--- config.mk ---
export PLATFORM = sky130hd
export DESIGN_NAME = gpx_expander
export DESIGN_NICKNAME = d
export VERILOG_FILES = /design/src/core/gpx_expander_note.sv /design/src/core/gpx_pkg.sv /design/src/core/gpx_sync.sv /design/src/core/gpx_expander.sv
export SDC_FILE = /design/constraint.sdc
export NUM_CORES = 1
export LEC_CHECK = 0
export BUFFER_PORTS_ARGS = -buffer_cell sky130_fd_sc_hd__buf_2
export CORE_MARGIN = 2
export CORE_UTILIZATION = 36
export CTS_CLUSTER_SIZE = 12
export DETAILED_ROUTE_END_ITERATION = 12
export GPL_TIMING_DRIVEN = 0
export PLACE_DENSITY = 0.6
export SETUP_SLACK_MARGIN = 0.1
export SLEW_MARGIN = 15
export SYNTH_ARGS = -nofsm -noshare
export SYNTH_HDL_FRONTEND = slang
export SYNTH_SLANG_ARGS = --single-unit
--- constraint.sdc ---
create_clock -name clk_i -period 2.3 [get_ports clk_i]
set_input_delay 0.115 -clock clk_i [delete_from_list [all_inputs] [get_ports clk_i]]
set_output_delay 0.115 -clock clk_i [all_outputs]
set_load 0.1 [all_outputs]
--- src/core/gpx_expander_note.sv ---
`timescale 1ns/100ps
`default_nettype none
`default_nettype wire

--- src/core/gpx_pkg.sv ---
// Shared constants for the I2C sixteen bit GPIO expander.
package gpx_pkg;

  // Port geometry: two ports of eight pins each.
  localparam int unsigned PORT_W    = 8;
  localparam int unsigned NUM_PORTS = 2;
  localparam int unsigned PIN_W     = PORT_W * NUM_PORTS;
  localparam int unsigned CMD_W     = 3;

  // Register offsets selected by the command byte.
  localparam logic [CMD_W-1:0] OFS_PIN_LEVEL_IN_LO = 3'h0;
  localparam logic [CMD_W-1:0] OFS_PIN_LEVEL_IN_HI = 3'h1;
  localparam logic [CMD_W-1:0] OFS_DRIVE_LATCH_LO  = 3'h2;
  localparam logic [CMD_W-1:0] OFS_DRIVE_LATCH_HI  = 3'h3;
  localparam logic [CMD_W-1:0] OFS_INPUT_INVERT_LO = 3'h4;
  localparam logic [CMD_W-1:0] OFS_INPUT_INVERT_HI = 3'h5;
  localparam logic [CMD_W-1:0] OFS_DIRECTION_LO    = 3'h6;
  localparam logic [CMD_W-1:0] OFS_DIRECTION_HI    = 3'h7;

  // Register groups: bits 2..1 of the command pick the group.
  localparam logic [1:0] GRP_LEVEL  = 2'h0;
  localparam logic [1:0] GRP_LATCH  = 2'h1;
  localparam logic [1:0] GRP_INVERT = 2'h2;
  localparam logic [1:0] GRP_DIR    = 2'h3;

  // Reset values.
  localparam logic [PORT_W-1:0] RST_DRIVE_LATCH = 8'hFF;
  localparam logic [PORT_W-1:0] RST_INVERT      = 8'h00;
  localparam logic [PORT_W-1:0] RST_DIRECTION   = 8'hFF;
  localparam logic [PORT_W-1:0] RST_SENSED      = 8'h00;

  // Default seven bit target address on the I2C bus.
  localparam logic [6:0] DEF_TARGET_ADDR = 7'h20;

  // Bit counter codes.
  localparam logic [3:0] CNT_ARMED = 4'hF;
  localparam logic [3:0] CNT_LAST  = 4'h7;
  localparam logic [3:0] CNT_ACK   = 4'h8;

  // Link phases of one transfer.
  typedef enum logic [2:0] {
    GPX_IDLE,
    GPX_ADDR,
    GPX_CMD,
    GPX_WR,
    GPX_RD,
    GPX_SKIP
  } gpx_state_t;

endpackage

--- src/core/gpx_sync.sv ---
`timescale 1ns/100ps
`default_nettype none

// Three stage synchroniser: the output moves only once stages two and
// three agree, which also rejects a single-cycle glitch.
module gpx_sync #(
  parameter int unsigned     WIDTH = 1,
  parameter logic [WIDTH-1:0] RST  = '0
) (
  input  wire logic             clk_i,   // System clock.
  input  wire logic             reset_i, // Synchronous reset, active high.
  input  wire logic [WIDTH-1:0] async_i, // Level from outside the clock domain.
  output logic      [WIDTH-1:0] sync_o   // Settled level.
);

  if (WIDTH < 1) begin : g_chk
    $error("gpx_sync needs WIDTH of at least one");
  end

  logic [WIDTH-1:0] stage1;
  logic [WIDTH-1:0] stage2;
  logic [WIDTH-1:0] stage3;

  // Stage one feeds stage two only.
  always_ff @(posedge clk_i) begin
    if (reset_i) begin
      stage1 <= RST;
      stage2 <= RST;
      stage3 <= RST;
    end else begin
      stage1 <= async_i;
      stage2 <= stage1;
      stage3 <= stage2;
    end
  end

  // Each bit accepts a change once the two later stages match.
  for (genvar b = 0; b < WIDTH; b++) begin : g_bit
    always_ff @(posedge clk_i) begin
      if (reset_i) begin
        sync_o[b] <= RST[b];
      end else if (stage2[b] == stage3[b]) begin
        sync_o[b] <= stage3[b];
      end
    end
  end

endmodule

`default_nettype wire

--- src/core/gpx_expander.sv ---
// Summary of operation
// [RULE1] The first byte after the address in a write transfer is the command pointer.
// [RULE2] Command values 0..7 select input, output, inversion and direction of ports 0 and 1.
// [RULE3] An input register reads the present pin levels whatever the pin direction.
// [RULE4] Writes aimed at the input registers change nothing.
// [RULE5] Input registers have no reset value and follow the pins after reset; the code resets the pin synchroniser to RST_SENSED, 8'h00 per port.
// [RULE6] A latch bit drives its pin only while that pin is an output.
// [RULE7] Reading an output register returns the latch, not the pin level.
// [RULE8] Reset sets every output latch bit to one.
// [RULE9] An inversion bit of one inverts the matching input bit as read.
// [RULE10] Reset clears every inversion bit.
// [RULE11] A direction bit of one makes the pin a released input, zero makes it an output.
// [RULE12] Reset sets every direction bit to one so all pins start as inputs.
// [RULE13] Register bits 7..0 map one to one onto port pins 7..0.
// [RULE14] A read transfer returns the register that the last command selected.
// [RULE15] Only the own target address is acknowledged; other transfers are ignored.
`timescale 1ns/100ps
`default_nettype none

module gpx_expander #(
  parameter logic [6:0] TARGET_ADDR = gpx_pkg::DEF_TARGET_ADDR
) (
  input  wire logic                      clk_i,     // System clock, 125 MHz.
  input  wire logic                      reset_i,   // Synchronous reset, active high.
  input  wire logic                      scl_i,     // I2C serial clock level.
  input  wire logic                      sda_i,     // I2C serial data level.
  output logic                           sda_o,     // Serial data drive value, always low.
  output logic                           sda_oe_o,  // High while pulling serial data low.
  input  wire logic [gpx_pkg::PIN_W-1:0] gpio_i,    // Sensed pin levels.
  output logic      [gpx_pkg::PIN_W-1:0] gpio_o,    // Pin drive values.
  output logic      [gpx_pkg::PIN_W-1:0] gpio_oe_o  // High where a pin is driven.
);
  import gpx_pkg::*;

  if (NUM_PORTS * PORT_W != PIN_W) begin : g_chk
    $error("gpx_expander port geometry is inconsistent");
  end

  ////////////////////////////////////////////////////////////////////////
  // Input synchronisers.

  logic             scl_s;
  logic             sda_s;
  logic [PIN_W-1:0] sensed;

  // Bus lines idle high, so they reset high to avoid a false start.
  gpx_sync #(
    .WIDTH (2),
    .RST   (2'h3)
  ) u_bus_sync (
    .clk_i   (clk_i),
    .reset_i (reset_i),
    .async_i ({scl_i, sda_i}),
    .sync_o  ({scl_s, sda_s})
  );

  // Pin levels are followed continuously after reset.
  gpx_sync #(
    .WIDTH (PIN_W),
    .RST   ({NUM_PORTS{RST_SENSED}})
  ) u_pin_sync (
    .clk_i   (clk_i),
    .reset_i (reset_i),
    .async_i (gpio_i),
    .sync_o  (sensed)
  ); // [RULE5]

  ////////////////////////////////////////////////////////////////////////
  // Bus event detection.

  logic scl_d;
  logic sda_d;

  // Previous settled levels, for edge and condition detection.
  always_ff @(posedge clk_i) begin
    if (reset_i) begin
      scl_d <= 1'b1;
      sda_d <= 1'b1;
    end else begin
      scl_d <= scl_s;
      sda_d <= sda_s;
    end
  end

  // Start and stop are data edges while the clock stays high.
  wire scl_rise = scl_s & ~scl_d;
  wire scl_fall = ~scl_s & scl_d;
  wire bus_start = scl_s & scl_d & sda_d & ~sda_s;
  wire bus_stop = scl_s & scl_d & ~sda_d & sda_s;

  ////////////////////////////////////////////////////////////////////////
  // Transfer state.

  gpx_state_t       state;
  logic [3:0]       bit_cnt;
  logic [7:0]       shift;
  logic [CMD_W-1:0] ptr;
  logic [7:0]       rd_byte;

  // A byte ends on the falling clock after its eighth bit; the
  // acknowledge slot ends on the following falling clock.
  wire byte_done = scl_fall & (bit_cnt == CNT_LAST);
  wire ack_done = scl_fall & (bit_cnt == CNT_ACK);
  wire addr_hit = (shift[7:1] == TARGET_ADDR);
  wire rd_req = shift[0];
  wire rd_phase = (state == GPX_RD);
  wire rd_load = ack_done & (rd_phase | ((state == GPX_ADDR) & rd_req));
  wire rd_step = scl_fall & rd_phase & (bit_cnt < CNT_LAST);
  wire host_nack = scl_rise & rd_phase & (bit_cnt == CNT_ACK) & sda_s;
  wire rx_phase = (state == GPX_ADDR) | (state == GPX_CMD) | (state == GPX_WR);
  wire rx_bit = scl_rise & rx_phase & (bit_cnt < CNT_ACK);
  wire active = (state != GPX_IDLE) & (state != GPX_SKIP);

  // Acknowledge the own address, the command and every written byte.
  wire ack_now = ((state == GPX_ADDR) & addr_hit) | (state == GPX_CMD)
               | (state == GPX_WR);

  // Phase sequencing; a start always wins, even inside a transfer.
  always_ff @(posedge clk_i) begin
    if (reset_i) begin
      state <= GPX_IDLE;
    end else if (bus_start) begin
      state <= GPX_ADDR;
    end else if (bus_stop) begin
      state <= GPX_IDLE;
    end else if (byte_done & (state == GPX_ADDR) & ~addr_hit) begin
      state <= GPX_SKIP; // [RULE15]
    end else if (host_nack) begin
      state <= GPX_SKIP;
    end else if (ack_done & (state == GPX_ADDR)) begin
      state <= rd_req ? GPX_RD : GPX_CMD; // [RULE1]
    end else if (ack_done & (state == GPX_CMD)) begin
      state <= GPX_WR;
    end
  end

  // The counter is armed one below zero at a start so that the clock
  // fall that closes the start condition is not taken as a bit.
  always_ff @(posedge clk_i) begin
    if (reset_i | bus_stop) begin
      bit_cnt <= 4'h0;
    end else if (bus_start) begin
      bit_cnt <= CNT_ARMED;
    end else if (scl_fall & active) begin
      bit_cnt <= (bit_cnt == CNT_ACK) ? 4'h0 : bit_cnt + 4'h1;
    end
  end

  // Data bits are taken on the rising clock and sent on the falling one.
  always_ff @(posedge clk_i) begin
    if (reset_i) begin
      shift <= 8'h00;
    end else if (rd_load) begin
      shift <= rd_byte; // [RULE14]
    end else if (rd_step) begin
      shift <= {shift[6:0], 1'b0};
    end else if (rx_bit) begin
      shift <= {shift[6:0], sda_s};
    end
  end

  // The pointer persists across transfers, so a later read returns the
  // register chosen by the last command.
  always_ff @(posedge clk_i) begin
    if (reset_i) begin
      ptr <= OFS_PIN_LEVEL_IN_LO;
    end else if (byte_done & (state == GPX_CMD)) begin
      ptr <= shift[CMD_W-1:0]; // [RULE1] [RULE14]
    end
  end

  ////////////////////////////////////////////////////////////////////////
  // Serial data driver.

  // The line is only ever pulled low; a one is sent by releasing it.
  always_ff @(posedge clk_i) begin
    if (reset_i | bus_start | bus_stop) begin
      sda_oe_o <= 1'b0;
    end else if (byte_done) begin
      sda_oe_o <= ack_now & ~rd_phase; // [RULE15]
    end else if (rd_load) begin
      sda_oe_o <= ~rd_byte[7];
    end else if (ack_done) begin
      sda_oe_o <= 1'b0;
    end else if (rd_step) begin
      sda_oe_o <= ~shift[6];
    end
  end

  // Open drain: the drive value is a constant low.
  always_ff @(posedge clk_i) begin
    sda_o <= 1'b0;
  end

  ////////////////////////////////////////////////////////////////////////
  // Register file.

  logic [PORT_W-1:0] latch  [NUM_PORTS];
  logic [PORT_W-1:0] invert [NUM_PORTS];
  logic [PORT_W-1:0] dir    [NUM_PORTS];
  logic [PORT_W-1:0] view   [2**CMD_W];

  // A data byte is stored when it completes in the write phase.
  wire wr_go = byte_done & (state == GPX_WR);
  wire [1:0] wr_grp = ptr[CMD_W-1:1];

  // Read selection over the eight register views.
  assign rd_byte = view[ptr]; // [RULE2]

  for (genvar p = 0; p < NUM_PORTS; p++) begin : g_port
    // Command bit zero selects the port within a group.
    wire sel = (ptr[0] == p[0]);
    wire wr_latch = wr_go & sel & (wr_grp == GRP_LATCH);
    wire wr_invert = wr_go & sel & (wr_grp == GRP_INVERT);
    wire wr_dir = wr_go & sel & (wr_grp == GRP_DIR);
    wire [PORT_W-1:0] next_latch = wr_latch ? shift : latch[p];
    wire [PORT_W-1:0] next_invert = wr_invert ? shift : invert[p];
    wire [PORT_W-1:0] next_dir = wr_dir ? shift : dir[p];
    wire [PORT_W-1:0] pins = sensed[p*PORT_W +: PORT_W];

    // Views; writes to the level group have no decode and are dropped.
    assign view[{GRP_LEVEL, p[0]}] = pins ^ invert[p]; // [RULE3] [RULE4] [RULE9] [RULE13]
    assign view[{GRP_LATCH, p[0]}] = latch[p]; // [RULE7]
    assign view[{GRP_INVERT, p[0]}] = invert[p];
    assign view[{GRP_DIR, p[0]}] = dir[p];

    // Stored configuration with its reset values.
    always_ff @(posedge clk_i) begin
      if (reset_i) begin
        latch[p]  <= RST_DRIVE_LATCH; // [RULE8]
        invert[p] <= RST_INVERT; // [RULE10]
        dir[p]    <= RST_DIRECTION; // [RULE12]
      end else begin
        latch[p]  <= next_latch;
        invert[p] <= next_invert;
        dir[p]    <= next_dir;
      end
    end

    // Pin outputs follow the next register values, so a pin changes in
    // the same cycle as the register it reflects.
    always_ff @(posedge clk_i) begin
      if (reset_i) begin
        gpio_o[p*PORT_W +: PORT_W]    <= RST_DRIVE_LATCH;
        gpio_oe_o[p*PORT_W +: PORT_W] <= ~RST_DIRECTION;
      end else begin
        gpio_o[p*PORT_W +: PORT_W]    <= next_latch; // [RULE13]
        gpio_oe_o[p*PORT_W +: PORT_W] <= ~next_dir; // [RULE6] [RULE11]
      end
    end
  end

endmodule

`default_nettype wire

# After elaboration in Yosys (flattened, before gate mapping)
# Memory sizes are Yosys's and may differ from the RTL's.
# Index checks and enable logic that the tools add are counted.
dict set report word_totals {
  out_inout_bits 34
  regBits 125
  mem_bits_rw 48
  mem_count 3
  input_bits 20
}
dict set report classes {
  add_sub_neg 1
  order_cmp 3
  muxes 35
  bitwise_logic 64
  reduce_logical 9
  eq_ne 29
}
# memory words width read_ports rd_ports_with_merged_regs wr line_no
set memory_table {}
lappend memory_table {dir 2 8 2 0 2 gpx_expander.sv:200} ;# logic [PORT_W-1:0] dir [NUM_PORTS];
lappend memory_table {invert 2 8 2 0 2 gpx_expander.sv:199} ;# logic [PORT_W-1:0] invert [NUM_PORTS];
lappend memory_table {latch 2 8 2 0 2 gpx_expander.sv:198} ;# logic [PORT_W-1:0] latch [NUM_PORTS];
# operator n
set ops {}
lappend ops {{8-bit 2-to-1 mux} 17}
lappend ops {{1-bit bitwise AND} 36}
lappend ops {{8-bit binary-select mux with 3-bit select} 1}
lappend ops {{1-bit equality test} 18}
lappend ops {{8-bit NOT} 2}
lappend ops {{8-bit XOR} 2}
lappend ops {{3-bit 2-to-1 mux} 5}
lappend ops {{1-bit bitwise OR} 14}
lappend ops {{4-bit 2-to-1 mux} 3}
lappend ops {{1-bit 2-to-1 mux} 9}
lappend ops {{1-bit NOT} 9}
lappend ops {{4-bit nonzero test} 2}
lappend ops {{7-bit by 6-bit equality test with 1-bit output (second input constant)} 1}
lappend ops {{3-bit by 2-bit equality test with 1-bit output (second input constant)} 2}
lappend ops {{3-bit nonzero test} 2}
lappend ops {{6-bit nonzero test} 1}
lappend ops {{5-bit OR reduction} 1}
lappend ops {{4-bit by 1-bit adder with 4-bit output (second input constant)} 1}
lappend ops {{2-bit equality test (second input constant)} 2}
lappend ops {{4-bit by 3-bit equality test with 1-bit output (second input constant)} 1}
lappend ops {{4-bit equality test (second input constant)} 1}
lappend ops {{4-bit >= comparator (second input constant)} 1}
lappend ops {{4-bit by 3-bit less-than comparator with 1-bit output (second input constant)} 1}
lappend ops {{4-bit less-than comparator (second input constant)} 1}
lappend ops {{7 further kinds} 8}

# Logic depth before layout (Yosys ltp)
# Gate-level depths: netlist of the first run.
dict set report depth {
  word_depth 10
  mapped_depth 9
}

# Modules after synthesis
# From an unflattened synthesis of the first run, not the netlist that was laid out.
dict set report unflattened {
  cells_unflattened 629
  area_unflattened_um2 6328.6
}
# mod n_inst seq_area_each_um2 area_each_um2 cells_per_inst
set by_module_without_submodules {}
lappend by_module_without_submodules {gpx_expander 1 1701.6 4047.6 442}
lappend by_module_without_submodules {{gpx_sync at u_pin_sync} 1 1281.2 2050.7 167}
lappend by_module_without_submodules {{gpx_sync at u_bus_sync} 1 160.2 230.2 20}

# Worst setup path after synthesis of the first run
# No wires, ideal clock.
dict set report synth_timing {
  path_type {register -> register}
  startpoint {register gpio_o[15] (netlist name)}
  endpoint {register shift[7]}
  setup_slack_ns 0.250
  arrival_ns 1.933
  t_required_ns 2.183
  setup_ns 0.117
  path_buffers 0
  path_stages_with_launch 6
  path_cell_list {dfxtp_1 > mux4_2 > and2_1 > a221oi_1 > nand2_1 > a32o_1}
}
# item line_no
set synth_rtl {}
lappend synth_rtl {{end signal, assigned} gpx_expander.sv:154} ;# shift <= rd_byte;
lappend synth_rtl {{end signal, assigned} gpx_expander.sv:156} ;# shift <= {shift[6:0], 1'b0};
lappend synth_rtl {{end signal, assigned} gpx_expander.sv:158} ;# shift <= {shift[6:0], sda_s};
lappend synth_rtl {{end, declared} gpx_expander.sv:96} ;# logic [7:0] shift;

# Final worst setup path of the first run
dict set report layout_timing {
  startpoint {register state[0]}
  endpoint {register gpio_oe_o[13] (netlist bit)}
}
dict set report layout_via {
  elab_chain_cells 6
}
# item line_no
set layout_rtl {}
lappend layout_rtl {{start, declared} gpx_expander.sv:94} ;# gpx_state_t state;
lappend layout_rtl {{start signal, assigned} gpx_expander.sv:131} ;# state <= rd_req ? GPX_RD : GPX_CMD;
lappend layout_rtl {{3-bit by 2-bit equality test with 1-bit output} gpx_expander.sv:204} ;# wire wr_go = byte_done & (state == GPX_WR);
lappend layout_rtl {{1-bit bitwise AND} gpx_expander.sv:204}
lappend layout_rtl {{1-bit bitwise AND (2 in a row)} gpx_expander.sv:215} ;# wire wr_dir = wr_go & sel & (wr_grp == GRP_DIR);
lappend layout_rtl {{8-bit 2-to-1 mux} gpx_expander.sv:218} ;# wire [PORT_W-1:0] next_dir = wr_dir ? shift : dir[p];
lappend layout_rtl {{8-bit NOT} gpx_expander.sv:248} ;# gpio_oe_o[p*PORT_W +: PORT_W] <= ~next_dir;
lappend layout_rtl {{end signal, assigned by index} gpx_expander.sv:245} ;# gpio_oe_o[p*PORT_W +: PORT_W] <= ~RST_DIRECTION;
lappend layout_rtl {{end signal, assigned by index} gpx_expander.sv:248}
lappend layout_rtl {{end, declared} gpx_expander.sv:31} ;# output logic [gpx_pkg::PIN_W-1:0] gpio_oe_o
# No other way between the ends.
# A chain may end at the register's enable or synchronous reset.

==> results of run 1 <==
[final timing paths]
check	cells after the start	end	slack, ns	start
worst max-delay path	8	gpio_oe_o[13]$_SDFF_PP0_	0.21	state[0]$_SDFFE_PP0P_
worst min-delay path	3	u_bus_sync.sync_o[0]$_SDFFE_PP1N_	0.34	reset_i
worst max register to register	8	gpio_oe_o[13]$_SDFF_PP0_	0.21	state[0]$_SDFFE_PP0P_
worst min register to register	1	u_bus_sync.stage2[0]$_SDFF_PP1_	0.42	u_bus_sync.stage1[0]$_SDFF_PP1_
[cell type report]
type / instances / area [µm²] / area share (%)
multi-input combinational: 396 / 2840 / 37.4
timing repair buffer: 77 / 495 / 6.53
sequential: 157 / 3140 / 41.4
tap: 220 / 275 / 3.63
clock buffer: 17 / 425 / 5.60
buffer: 39 / 235 / 3.10
inverter: 9 / 33.8 / 0.445
clock inverter: 15 / 143 / 1.88
[cell usage after synthesis (4+ instances only)]
cell      instances
buf_2             9
xnor2_1          13
mux2i_1          61
mux2_2           14
inv_1             9
clkbuf_1         19
o21ai_0          26
a31oi_1           6
a22o_1            5
xor2_1            5
nor2b_1          59
nand2_1          25
or2_2            10
mux4_2           10
nor2_1           74
dfxtp_1         157
buf_4             5
a21oi_1          31
and2_1            4
[power breakdown]
group	switching, µW	total (µW)	internal, µW
clock network	1250	2690	1440
logic	88.7	155	65.8
registers	14.9	2770	2760
[per-stage QoR]
step,setup WS [ns],cell area [µm²],util [%],total power (µW)
2_1_floorplan,0.250,6180,-,2910
3_3_place_gp,-0.0520,6710,40.2,2960
3_5_place_dp,-0.0671,6710,40.2,2970
4_1_cts,0.0372,7490,44.9,5670
5_1_grt,0.0986,7590,45.5,5800
6_report,0.214,7590,45.5,5620
[sequential cells by signal (all words and copies together) (netlist names), 3 cells and up]
| signal | flops |
|---|---|
| gpio_oe_o | 16 |
| shift | 8 |
| u_pin_sync.stage2 | 16 |
| state | 3 |
| u_pin_sync.stage3 | 16 |
| bit_cnt | 4 |
| gpio_o | 16 |
| dir | 16 |
| invert | 16 |
| ptr | 3 |
| u_pin_sync.stage1 | 16 |
| u_pin_sync.sync_o | 16 |
[per-layer routing]
| layer | up-vias | share of wire (%) |
|---|---|---|
| met2 | 96 | 48 |
| met5 | - | 0 |
| met4 | 0 | 2.1 |
| met1 | 2157 | 46 |
| li1 | 2253 | - |
| met3 | 23 | 4.5 |
[kinds of logic after synthesis]
family	after synthesis	share of synthesized area [%]
AO/OA/AOI/OAI	87	8.54
XOR/XNOR	18	2.55
adder cells (fa/ha/maj)	2	0.405
buffers and inverters	48	3.76
flip-flops	157	50.8
multiplexers	87	16.6
other	1	0.0607
AND/OR/NAND/NOR	201	17.3
[critical path: stages (launching register included)]
cell and delay (ns):
dfxtp_1 0.31, clkbuf_4 0.21, nand2b_4 0.08, nor4_4 0.35, nand4_1 0.16, or2_1 0.28
buf_6 0.14, buf_12 0.14, mux2_4 0.29
[timing repair]
item | CTS | global route
gates resized for setup | 3 | 20
setup endpoints to repair | 14 | 73
setup buffers | 3 | 5
endpoints found under the hold margin | 18 | 0
hold buffers | 18 | 0
pin swaps | 3 | 3
==> results.md, run 1 <==
- Most common cell after layout, fill and taps aside: dfxtp_1
- FFs w/ async S/R, synth: 0%
- Clock skew: ~0.0095 ns
- # IOs: 54
- Area of the core: 16700 µm²
- Yosys warning total: 0
- Most used DFF post-synth: dfxtp_1
- Vias/cell: 4.87
- Post-synthesis sequential area ratio: 50.8%
- Synthesized net count: a little over 600
- Tmin final: 2.09 ns
- Pin count of the biggest net entering global routing: 18
- Yosys reg bits: ~160
- Global Route met2 Usage: a little over a quarter
- CTS Root Cell: clkbuf_16
- Filler instances: between 1500 and 2000
- DRT iter0 DRCs: around 310
- Gr usage total: approximately 16%
- Clock latency on the worst-skew pair: between 0.4 and 0.5 ns
- Detailed Routing Iterations Pass 1: 4
- HPWL Detailed: around 10 mm
- DR vias: roughly 4500
- Synthesized area: around 6200 µm²
- Sink count of the clock tree: ~160
- RSZ-0062 raised after global routing: false
- Max cap viols: 0
- Routing usage on met1: just over 20%
- Clock Tree Buf Depth: 2
- Final ANT Viol Nets: 0
- Post-synth EDFFs: 0
- Initial antenna violation count: 0
- DRC: 0
- Placed insts: 872
- Top cell type's share of synthesized area: between 50% and 60%
- Reg clk slew, reported paths: ~0.07 ns
- H-tree depth: 4
- Setup TNS after final layout: 0 ns
- Final GP Congestion: around 0.86
- CP required: approximately 2.6 ns
- Fin cells: 930
- CP Launch Type: flop
- Final wirelength: ~14 mm
- Status: completed
- Net total in the final layout: 719
- Initial Util: around 37%
- Ant. Diodes: 0
- Syn avg cell area: 10.3 µm²
- Die ar.: 18200 µm²
- CTS buffer count: 17
- Final period utilization: between 90% and 100%
- Per-cell routed wire length: between 15 and 20 µm
- First-pass GRT wire length: approximately 23 mm
- Worst hold slack: 0.338 ns
- Max IR drop VDD: between 0.5 and 0.6 mV
- Cell Rows: 47
- Highest Clock Rate: around 480 MHz
- Mapped Cells: roughly 600
- Synth area leaders: dfxtp_1, mux2i_1, nor2b_1, nor2_1, mux4_2
- Final hold violation count: 0
- DIE HEIGHT: around 140 µm
- CTS tree: done
- Crit Path Class: reg -> reg
- DIE WIDTH: 135 µm
- Port buffer count: 51
- Worst path arrival time: around 2.4 ns
- Area growth, synth to finish: 22.8%
- Global route overflow: 0
- Most frequent cells in the layout: dfxtp_1, nor2_1, mux2i_1, nor2b_1, buf_2
- Gr busiest metal: met2
- Max transition margin: between 50% and 60%
- Power per cell area: 740 nW/µm²
- Cell variety after synth: 60
- CP max FO: 10
- Leading area contributor after synthesis: dfxtp_1
- Leakage power: 0.00302 µW
- GR Util met3: under 10%
- Final Setup Violations: 0
- Hold Path Class: in -> reg
- Tightest Pin Transition: approximately 0.73 ns
- Critical Path End Type: flop
- Final Max Slew Viols: 0
- Vias in the first global route: 4456
- Fraction of layout instances using a drive strength above 1: 22.5%
Power figures use the tool's default switching activity.
==> run 2: changes to the inputs <==
- HOLD_SLACK_MARGIN: default -> 0.02
- PLACE_DENSITY: 0.6 -> 0.62
- clock period: 2.3 -> 1.7 ns (I/O delays scaled with it)
==> run 2 against run 1 <==
The flow now finishes with violations (negative setup slack). Via count is 7.4% higher. Global-route usage is 0.90 points higher. Core utilization is 4.2 points higher. Clock skew hardly changed. Sequential cell count stayed put. Final cell count is 3.9% higher. Non-clock buffer count is 36 higher. Worst hold slack better by 0.0022 ns. Critical path depth is 1 higher. Sequential power is 35% higher. Count of clock-buffer cells in the layout is 3 higher. Combinational power is 41% higher.
==> results.md, run 2 (same netlist as run 1, synthesis figures left out) <==
- Initial Util: 37.0% (unchanged)
- Vias/cell: 5.03 (+3.4%)
- Critical Path End Type: flop
- Worst Reg-to-Reg Cells: 9 (+1)
- Clock latency on the worst-skew pair: 0.42 ns (about the same)
- Clock skew: 0.00931 ns (-0.000225 ns)
- Initial antenna violation count: 0 (unchanged)
- First-pass GRT wire length: 24.5 mm (+6.2%)
- CP max FO: 6 (-4)
- Gr usage total: 17.4% (+0.90 points)
- Max IR drop VDD: 0.672 mV (+16%)
- Vias in the first global route: 4754 (+6.7%)
- Status: complete, but fails checks
- Area growth, synth to finish: 34.1%
- Filler instances: 1518 (-5.7%)
- Highest Clock Rate: 490 MHz (+2.2%)
- Worst reg2reg setup slack: -0.34 ns (-0.56 ns)
- Fin worst setup slack: -0.341 ns (-0.555 ns)
- Sink count of the clock tree: 157 (unchanged)
- Ant. Diodes: 0 (unchanged)
- Most common cell after layout, fill and taps aside: dfxtp_1
- Detailed Routing Iterations Pass 1: 4 (unchanged)
- Global route overflow: 0 (unchanged)
- Net total in the final layout: 755 (+5.0%)
- Leakage power: 0.00330 µW (+9.3%)
- Cell Rows: 47 (unchanged)
- CP Launch Type: flop
- CP Depth: 9 (+1)
- DIE HEIGHT: 135 µm (unchanged)
- Crit Path Class: reg -> reg
- Max cap viols: 0 (unchanged)
- H-tree depth: 4 (unchanged)
- Final ANT Viol Nets: 0 (unchanged)
- Final period utilization: 120% (+29 points)
- CTS tree: done
- HPWL Detailed: 10.1 mm (+0.53%)
- Hold Path Class: in -> reg
- Worst path arrival time: 2.35 ns (-0.05 ns)
- Fraction of layout instances using a drive strength above 1: 32.0% (+9.5 points)
- CTS buffer count: 17 (unchanged)
- Largest delay share family, worst path: simple AND/OR/NAND/NOR gates
- Failing checks: negative setup slack
- Final GP Congestion: 0.884 (+3.3%)
- Setup crit end: gpio_oe_o[13]$_SDFF_PP0_
- DR vias: 4863 (+7.4%)
- CTS Root Cell: clkbuf_16
- Reg2reg end: gpio_oe_o[13]$_SDFF_PP0_
- DRC: 0 (unchanged)
- Die ar.: 18200 µm² (unchanged)
- Worst path cell trace: buf_6 -> nand2b_4 -> nor4_4 -> buf_4 -> nand4_1 -> or2_1 -> buf_6 -> buf_12 -> mux2_4
- Per-cell routed wire length: 16.2 µm (+5.3%)
- Port buffer count: 51 (unchanged)
- CP required: 2.01 ns (-0.60 ns)
- Final Max Slew Viols: 0 (unchanged)
- Area of the multi-input gates: 3050 µm² (+7.4%)
- CP Buf/Inv Count: 4 (+1)
- R2R Path Start: state[2]$_SDFFE_PP0P_
- Placed Area: 6830 µm² (+1.7%)
- RSZ-0062 raised after global routing: true
- DIE WIDTH: 135 µm (unchanged)
- Area of the core: 16700 µm² (unchanged)
- Tmin final: 2.04 ns (-0.0446 ns)
- # IOs: 54 (unchanged)
- Max transition margin: 55.5% (+3.9 points)
- Most used cell, CP: buf_6
- Post-route cell area: 8290 µm² (+9.2%)
- Power per cell area: 942 nW/µm² (+27%)
- Most frequent cells in the layout: dfxtp_1, nor2_1, mux2i_1, nor2b_1, buf_2
- Reg clk slew, reported paths: 0.06 ns (about the same)
- Clock Tree Buf Depth: 2 (unchanged)
- Tightest Pin Transition: 0.668 ns (-0.0585 ns)
- CP max stage delay: 0.31 ns (-0.04 ns)
- Final Setup Violations: 76 (+76)
- Worst Setup SP: state[2]$_SDFFE_PP0P_
- Area taken by flip-flops and latches: 3180 µm² (+1.2%)
- Final hold violation count: 0 (unchanged)
- Pin count of the biggest net entering global routing: 17 (-1)
- Final wirelength: 15.7 mm (+9.4%)
- DRT iter0 DRCs: 376 (+20%)
- CP max-delay cell: dfxtp_2
- Final Util: 49.6% (+4.2 points)
run 2: cell types whose count changed in the layout (fill, tap and decap cells not counted), sizes merged:
cell,previous run,this run
buf,74,117
inv,20,12
clkbuf,41,37
bufinv,0,3
clkinvlp,0,2
run 2: where the power goes:
group          internal [µW]  switching (µW)  leakage [µW]
Sequential              3720            19.9       0.00128
Combinational           92.5             125       0.00174
Clock                   2320            1520      0.000283
Total                   6140            1670       0.00330
run 2: metal layers:
metal / vias to the layer above / wire [µm] / global-route usage, % / share of wire, %
li1: 2316 / - / - / -
met1: 2390 / 6890 / 21.4 / 44
met2: 127 / 7790 / 29.8 / 50
met3: 30 / 722 / 4.32 / 4.6
met4: 0 / 276 / 5.84 / 1.8
met5: - / 0 / 0 / 0
run 2: how the worst min path moves through the flow:
stage | slack [ns] | startpoint | end | cells past startpoint
floorplan | 0.19 | sda_i | u_bus_sync.stage1[0]$_SDFF_PP1_ | 1
global placement | 0.29 | sda_i | u_bus_sync.stage1[0]$_SDFF_PP1_ | 2
detailed placement | 0.28 | sda_i | u_bus_sync.stage1[0]$_SDFF_PP1_ | 2
CTS | 0.31 | reset_i | u_bus_sync.sync_o[0]$_SDFFE_PP1N_ | 3
global route | 0.35 | reset_i | u_bus_sync.sync_o[1]$_SDFFE_PP1N_ | 3
finish | 0.34 | reset_i | u_bus_sync.sync_o[0]$_SDFFE_PP1N_ | 3
run 2: per-stage QoR:
stage	total power [µW]	worst slack [ns]	cells	hold WS, ns	TNS (ns)
floorplan	3940	-0.254	601	0.189	-2.45
global placement	4010	-0.580	872	0.288	-20.66
CTS	7880	-0.317	952	0.307	-13.79
detailed placement	4010	-0.666	872	0.279	-25.50
finish	7810	-0.341	966	0.340	-16.85
global route	8050	-0.393	966	0.350	-21.79
run 2: cell type report:
type | count | area share [%]
plain buffers | 38 | 3.56
repair buffers | 114 | 10.3
multi-input cells | 396 | 36.8
flip-flops and latches | 157 | 38.4
well taps | 220 | 3.32
inverters | 9 | 0.438
clock inverters | 12 | 1.95
clock buffers | 20 | 5.27
run 2: repair_timing:
item	CTS	global route
setup endpoints to repair	80	80
gates resized for setup	57	34
setup buffers	29	15
gates cloned	1	0
hold buffers	18	0
endpoints found under the hold margin	18	0
pin swaps	13	16
run 2: worst min-delay path: stages:
cell and delay [ns]:
clkbuf_1 0.24, inv_1 0.27, o21ai_0 0.11
==> run 3: changes to the inputs <==
--- a/config.mk
+++ b/config.mk
@@ -7,4 +7,5 @@
 export LEC_CHECK = 0
 export BUFFER_PORTS_ARGS = -buffer_cell sky130_fd_sc_hd__buf_2
+export CAP_MARGIN = 10
 export CORE_MARGIN = 2
 export CORE_UTILIZATION = 36
==> constraint.sdc (replaced) <==
create_clock -name clk_i -period 1.7 [get_ports clk_i]
set_input_delay 0.085 -clock clk_i [delete_from_list [all_inputs] [get_ports clk_i]]
set_output_delay 0.085 -clock clk_i [all_outputs]
set_load 0.05 [all_outputs]
==> run 3 against run 2 <==
The flow still finishes with violations (negative setup slack). Final cell count unchanged. Die area unchanged. Critical path type unchanged. Clock skew increased by 0.0053 ns. Non-clock buffer count unchanged. Core utilization increased by 0.21 points. Largest power group unchanged. Sequential power about the same. Clock power increased by 4%. Register-to-register slack about the same. Sequential share of layout area decreased by 0.34 points.
==> results.md, run 3 (same netlist as run 1, synthesis figures left out) <==
- Per-cell routed wire length: 16.6 µm (+2.0%)
- Most common cell after layout, fill and taps aside: dfxtp_1
- Global route overflow: 0 (unchanged)
- Clock Power Share: 50.4% (+1.1 points)
- Fin worst setup slack: -0.348 ns (-0.00653 ns)
- CTS tree: done
- Highest Clock Rate: 488 MHz (-0.32%)
- CP required: 2.02 ns (about the same)
- Switching share of power: 22.2% (+0.81 points)
- Worst reg2reg setup slack: -0.35 ns (about the same)
- Final hold violation count: 0 (unchanged)
- Most frequent cells in the layout: dfxtp_1, nor2_1, mux2i_1, nor2b_1, buf_2
- Tightest Pin Transition: 0.677 ns (+0.00922 ns)
- Ant. Diodes: 0 (unchanged)
- CTS buffer count: 17 (unchanged)
- Final wirelength: 16.0 mm (+2.0%)
- Combinational power share: 2.6% (-0.2 points)
- Final Setup Violations: 77 (+1.3%)
- Tmin final: 2.05 ns (+0.00653 ns)
- Placed insts: 872 (unchanged)
- Crit Path Class: reg -> reg
- DRT iter0 DRCs: 368 (-2.1%)
- Initial Util: 37.0% (unchanged)
- Filler instances: 1542 (+1.6%)
- Fin cells: 966 (unchanged)
- DIE WIDTH: 135 µm (unchanged)
- DR vias: 4837 (-0.53%)
- NetSw: 1770 µW (+5.9%)
- Status: complete, but fails checks
- Clock skew: 0.0146 ns (+0.00529 ns)
- Detailed Routing Iterations Pass 1: 5 (+1)
- Total power: 7970 µW (+2.1%)
- Pin count of the biggest net entering global routing: 17 (unchanged)
- RSZ-0062 raised after global routing: true
- DIE HEIGHT: 135 µm (unchanged)
- Reg clk slew, reported paths: 0.06 ns (about the same)
- Fraction of layout instances using a drive strength above 1: 32.2% (+0.13 points)
- HPWL Detailed: 10.1 mm (-0.29%)
- Port buffer count: 51 (unchanged)
- Worst hold slack: 0.314 ns (-0.0259 ns)
- H-tree depth: 4 (unchanged)
- Final GP Congestion: 0.854 (-3.4%)
- Pre-CTS setup slack: -0.633 ns (+0.0325 ns)
- # IOs: 54 (unchanged)
- Initial antenna violation count: 0 (unchanged)
- Final Max Slew Viols: 0 (unchanged)
- Critical Path End Type: flop
- Vias in the first global route: 4822 (+1.4%)
- Worst path arrival time: 2.36 ns (about the same)
- Final period utilization: 120% (+0.38 points)
- Hold Path Class: in -> reg
- Setup TNS after final layout: -14.23 ns (+2.62 ns)
- Sink count of the clock tree: 157 (unchanged)
- Die ar.: 18200 µm² (unchanged)
- Max IR drop VDD: 0.741 mV (+10%)
- First-pass GRT wire length: 25.0 mm (+1.8%)
- Leakage power: 0.00334 µW (+1.1%)
- Area of the core: 16700 µm² (unchanged)
- Clock latency on the worst-skew pair: 0.44 ns (+0.02 ns)
- Failing checks: negative setup slack
- Clock Tree Buf Depth: 2 (unchanged)
- Gr usage total: 17.8% (+0.40 points)
- Final ANT Viol Nets: 0 (unchanged)
- Cell Rows: 47 (unchanged)
- DRC: 0 (unchanged)
- Area growth, synth to finish: 34.6%
- Max transition margin: 54.9% (-0.61 points)
- Max cap viols: 0 (unchanged)
- CTS Root Cell: clkbuf_16
- CP Launch Type: flop
- Net total in the final layout: 755 (unchanged)
- CP max FO: 6 (unchanged)
- Power per cell area: 958 nW/µm² (+1.6%)
- Seq pwr share: 47.0% (-0.9 points)
- Vias/cell: 5.01 (-0.53%)
- Internal Power: 6200 µW (+1.0%)
## run 3: cell count changes in the layout (fill, tap and decap cells not counted), moves of 3 or more
cell,change
dfxtp_1,+8
nor2b_2,+3
nor2b_1,-4
buf_6,-3
clkbuf_1,-3
dfxtp_2,-6
## run 3: layout make-up
| class | count | area, µm² | area share (%) |
|---|---|---|---|
| Buffer | 37 | 294 | 3.53 |
| Clock buffer | 18 | 439 | 5.28 |
| Clock inverter | 14 | 183 | 2.19 |
| Inverter | 9 | 33.8 | 0.406 |
| Multi-Input combinational cell | 396 | 3060 | 36.8 |
| Sequential cell | 157 | 3170 | 38.1 |
| Tap cell | 220 | 275 | 3.31 |
| Timing Repair Buffer | 115 | 867 | 10.4 |
## run 3: layer usage
layer | track usage, % | wire length, µm
met1 | 21.9 | 6910
met2 | 30.6 | 8040
met3 | 3.68 | 745
met4 | 6.77 | 297
met5 | 0 | 0
## run 3: power groups by stage
stage          Sequential (µW)  Combinational, µW  Clock (µW)
2_1_floorplan             3830                112           0
3_3_place_gp              3830                174           0
3_5_place_dp              3830                176           0
4_1_cts                   3750                211        4060
5_1_grt                   3750                234        4210
6_report                  3750                211        4010
## run 3: worst paths after layout
kind | from | end | depth (start not counted)
worst min-delay path | reset_i | u_bus_sync.sync_o[1]$_SDFFE_PP1N_ | 3
worst max-delay path | bit_cnt[1]$_SDFFE_PP0P_ | gpio_oe_o[13]$_SDFF_PP0_ | 8
worst max register to register | bit_cnt[1]$_SDFFE_PP0P_ | gpio_oe_o[13]$_SDFF_PP0_ | 8
worst min register to register | u_bus_sync.stage1[0]$_SDFF_PP1_ | u_bus_sync.stage2[0]$_SDFF_PP1_ | 1
## run 3: per-stage QoR
step / utilization [%] / area, µm²
global placement: 40.4 / 6750
finish: 49.8 / 8320
global route: 49.8 / 8320
CTS: 48.3 / 8060
floorplan: - / 6220
detailed placement: 40.4 / 6750
## run 3: critical path, cell delays in order (launching register included)
cell and delay (ns):
dfxtp_2 0.37, ha_4 0.17, nand2_4 0.07, nor4_4 0.30, nand4_1 0.21, or2_1 0.27
buf_6 0.14, buf_12 0.13, mux2_4 0.29
## run 3: timing repair
action,CTS,global route
hold buffers,18,0
gates resized for setup,78,35
setup endpoints to repair,80,82
gates cloned,1,0
hold endpoints to repair,18,0
setup buffers,25,20
pin swaps,16,23
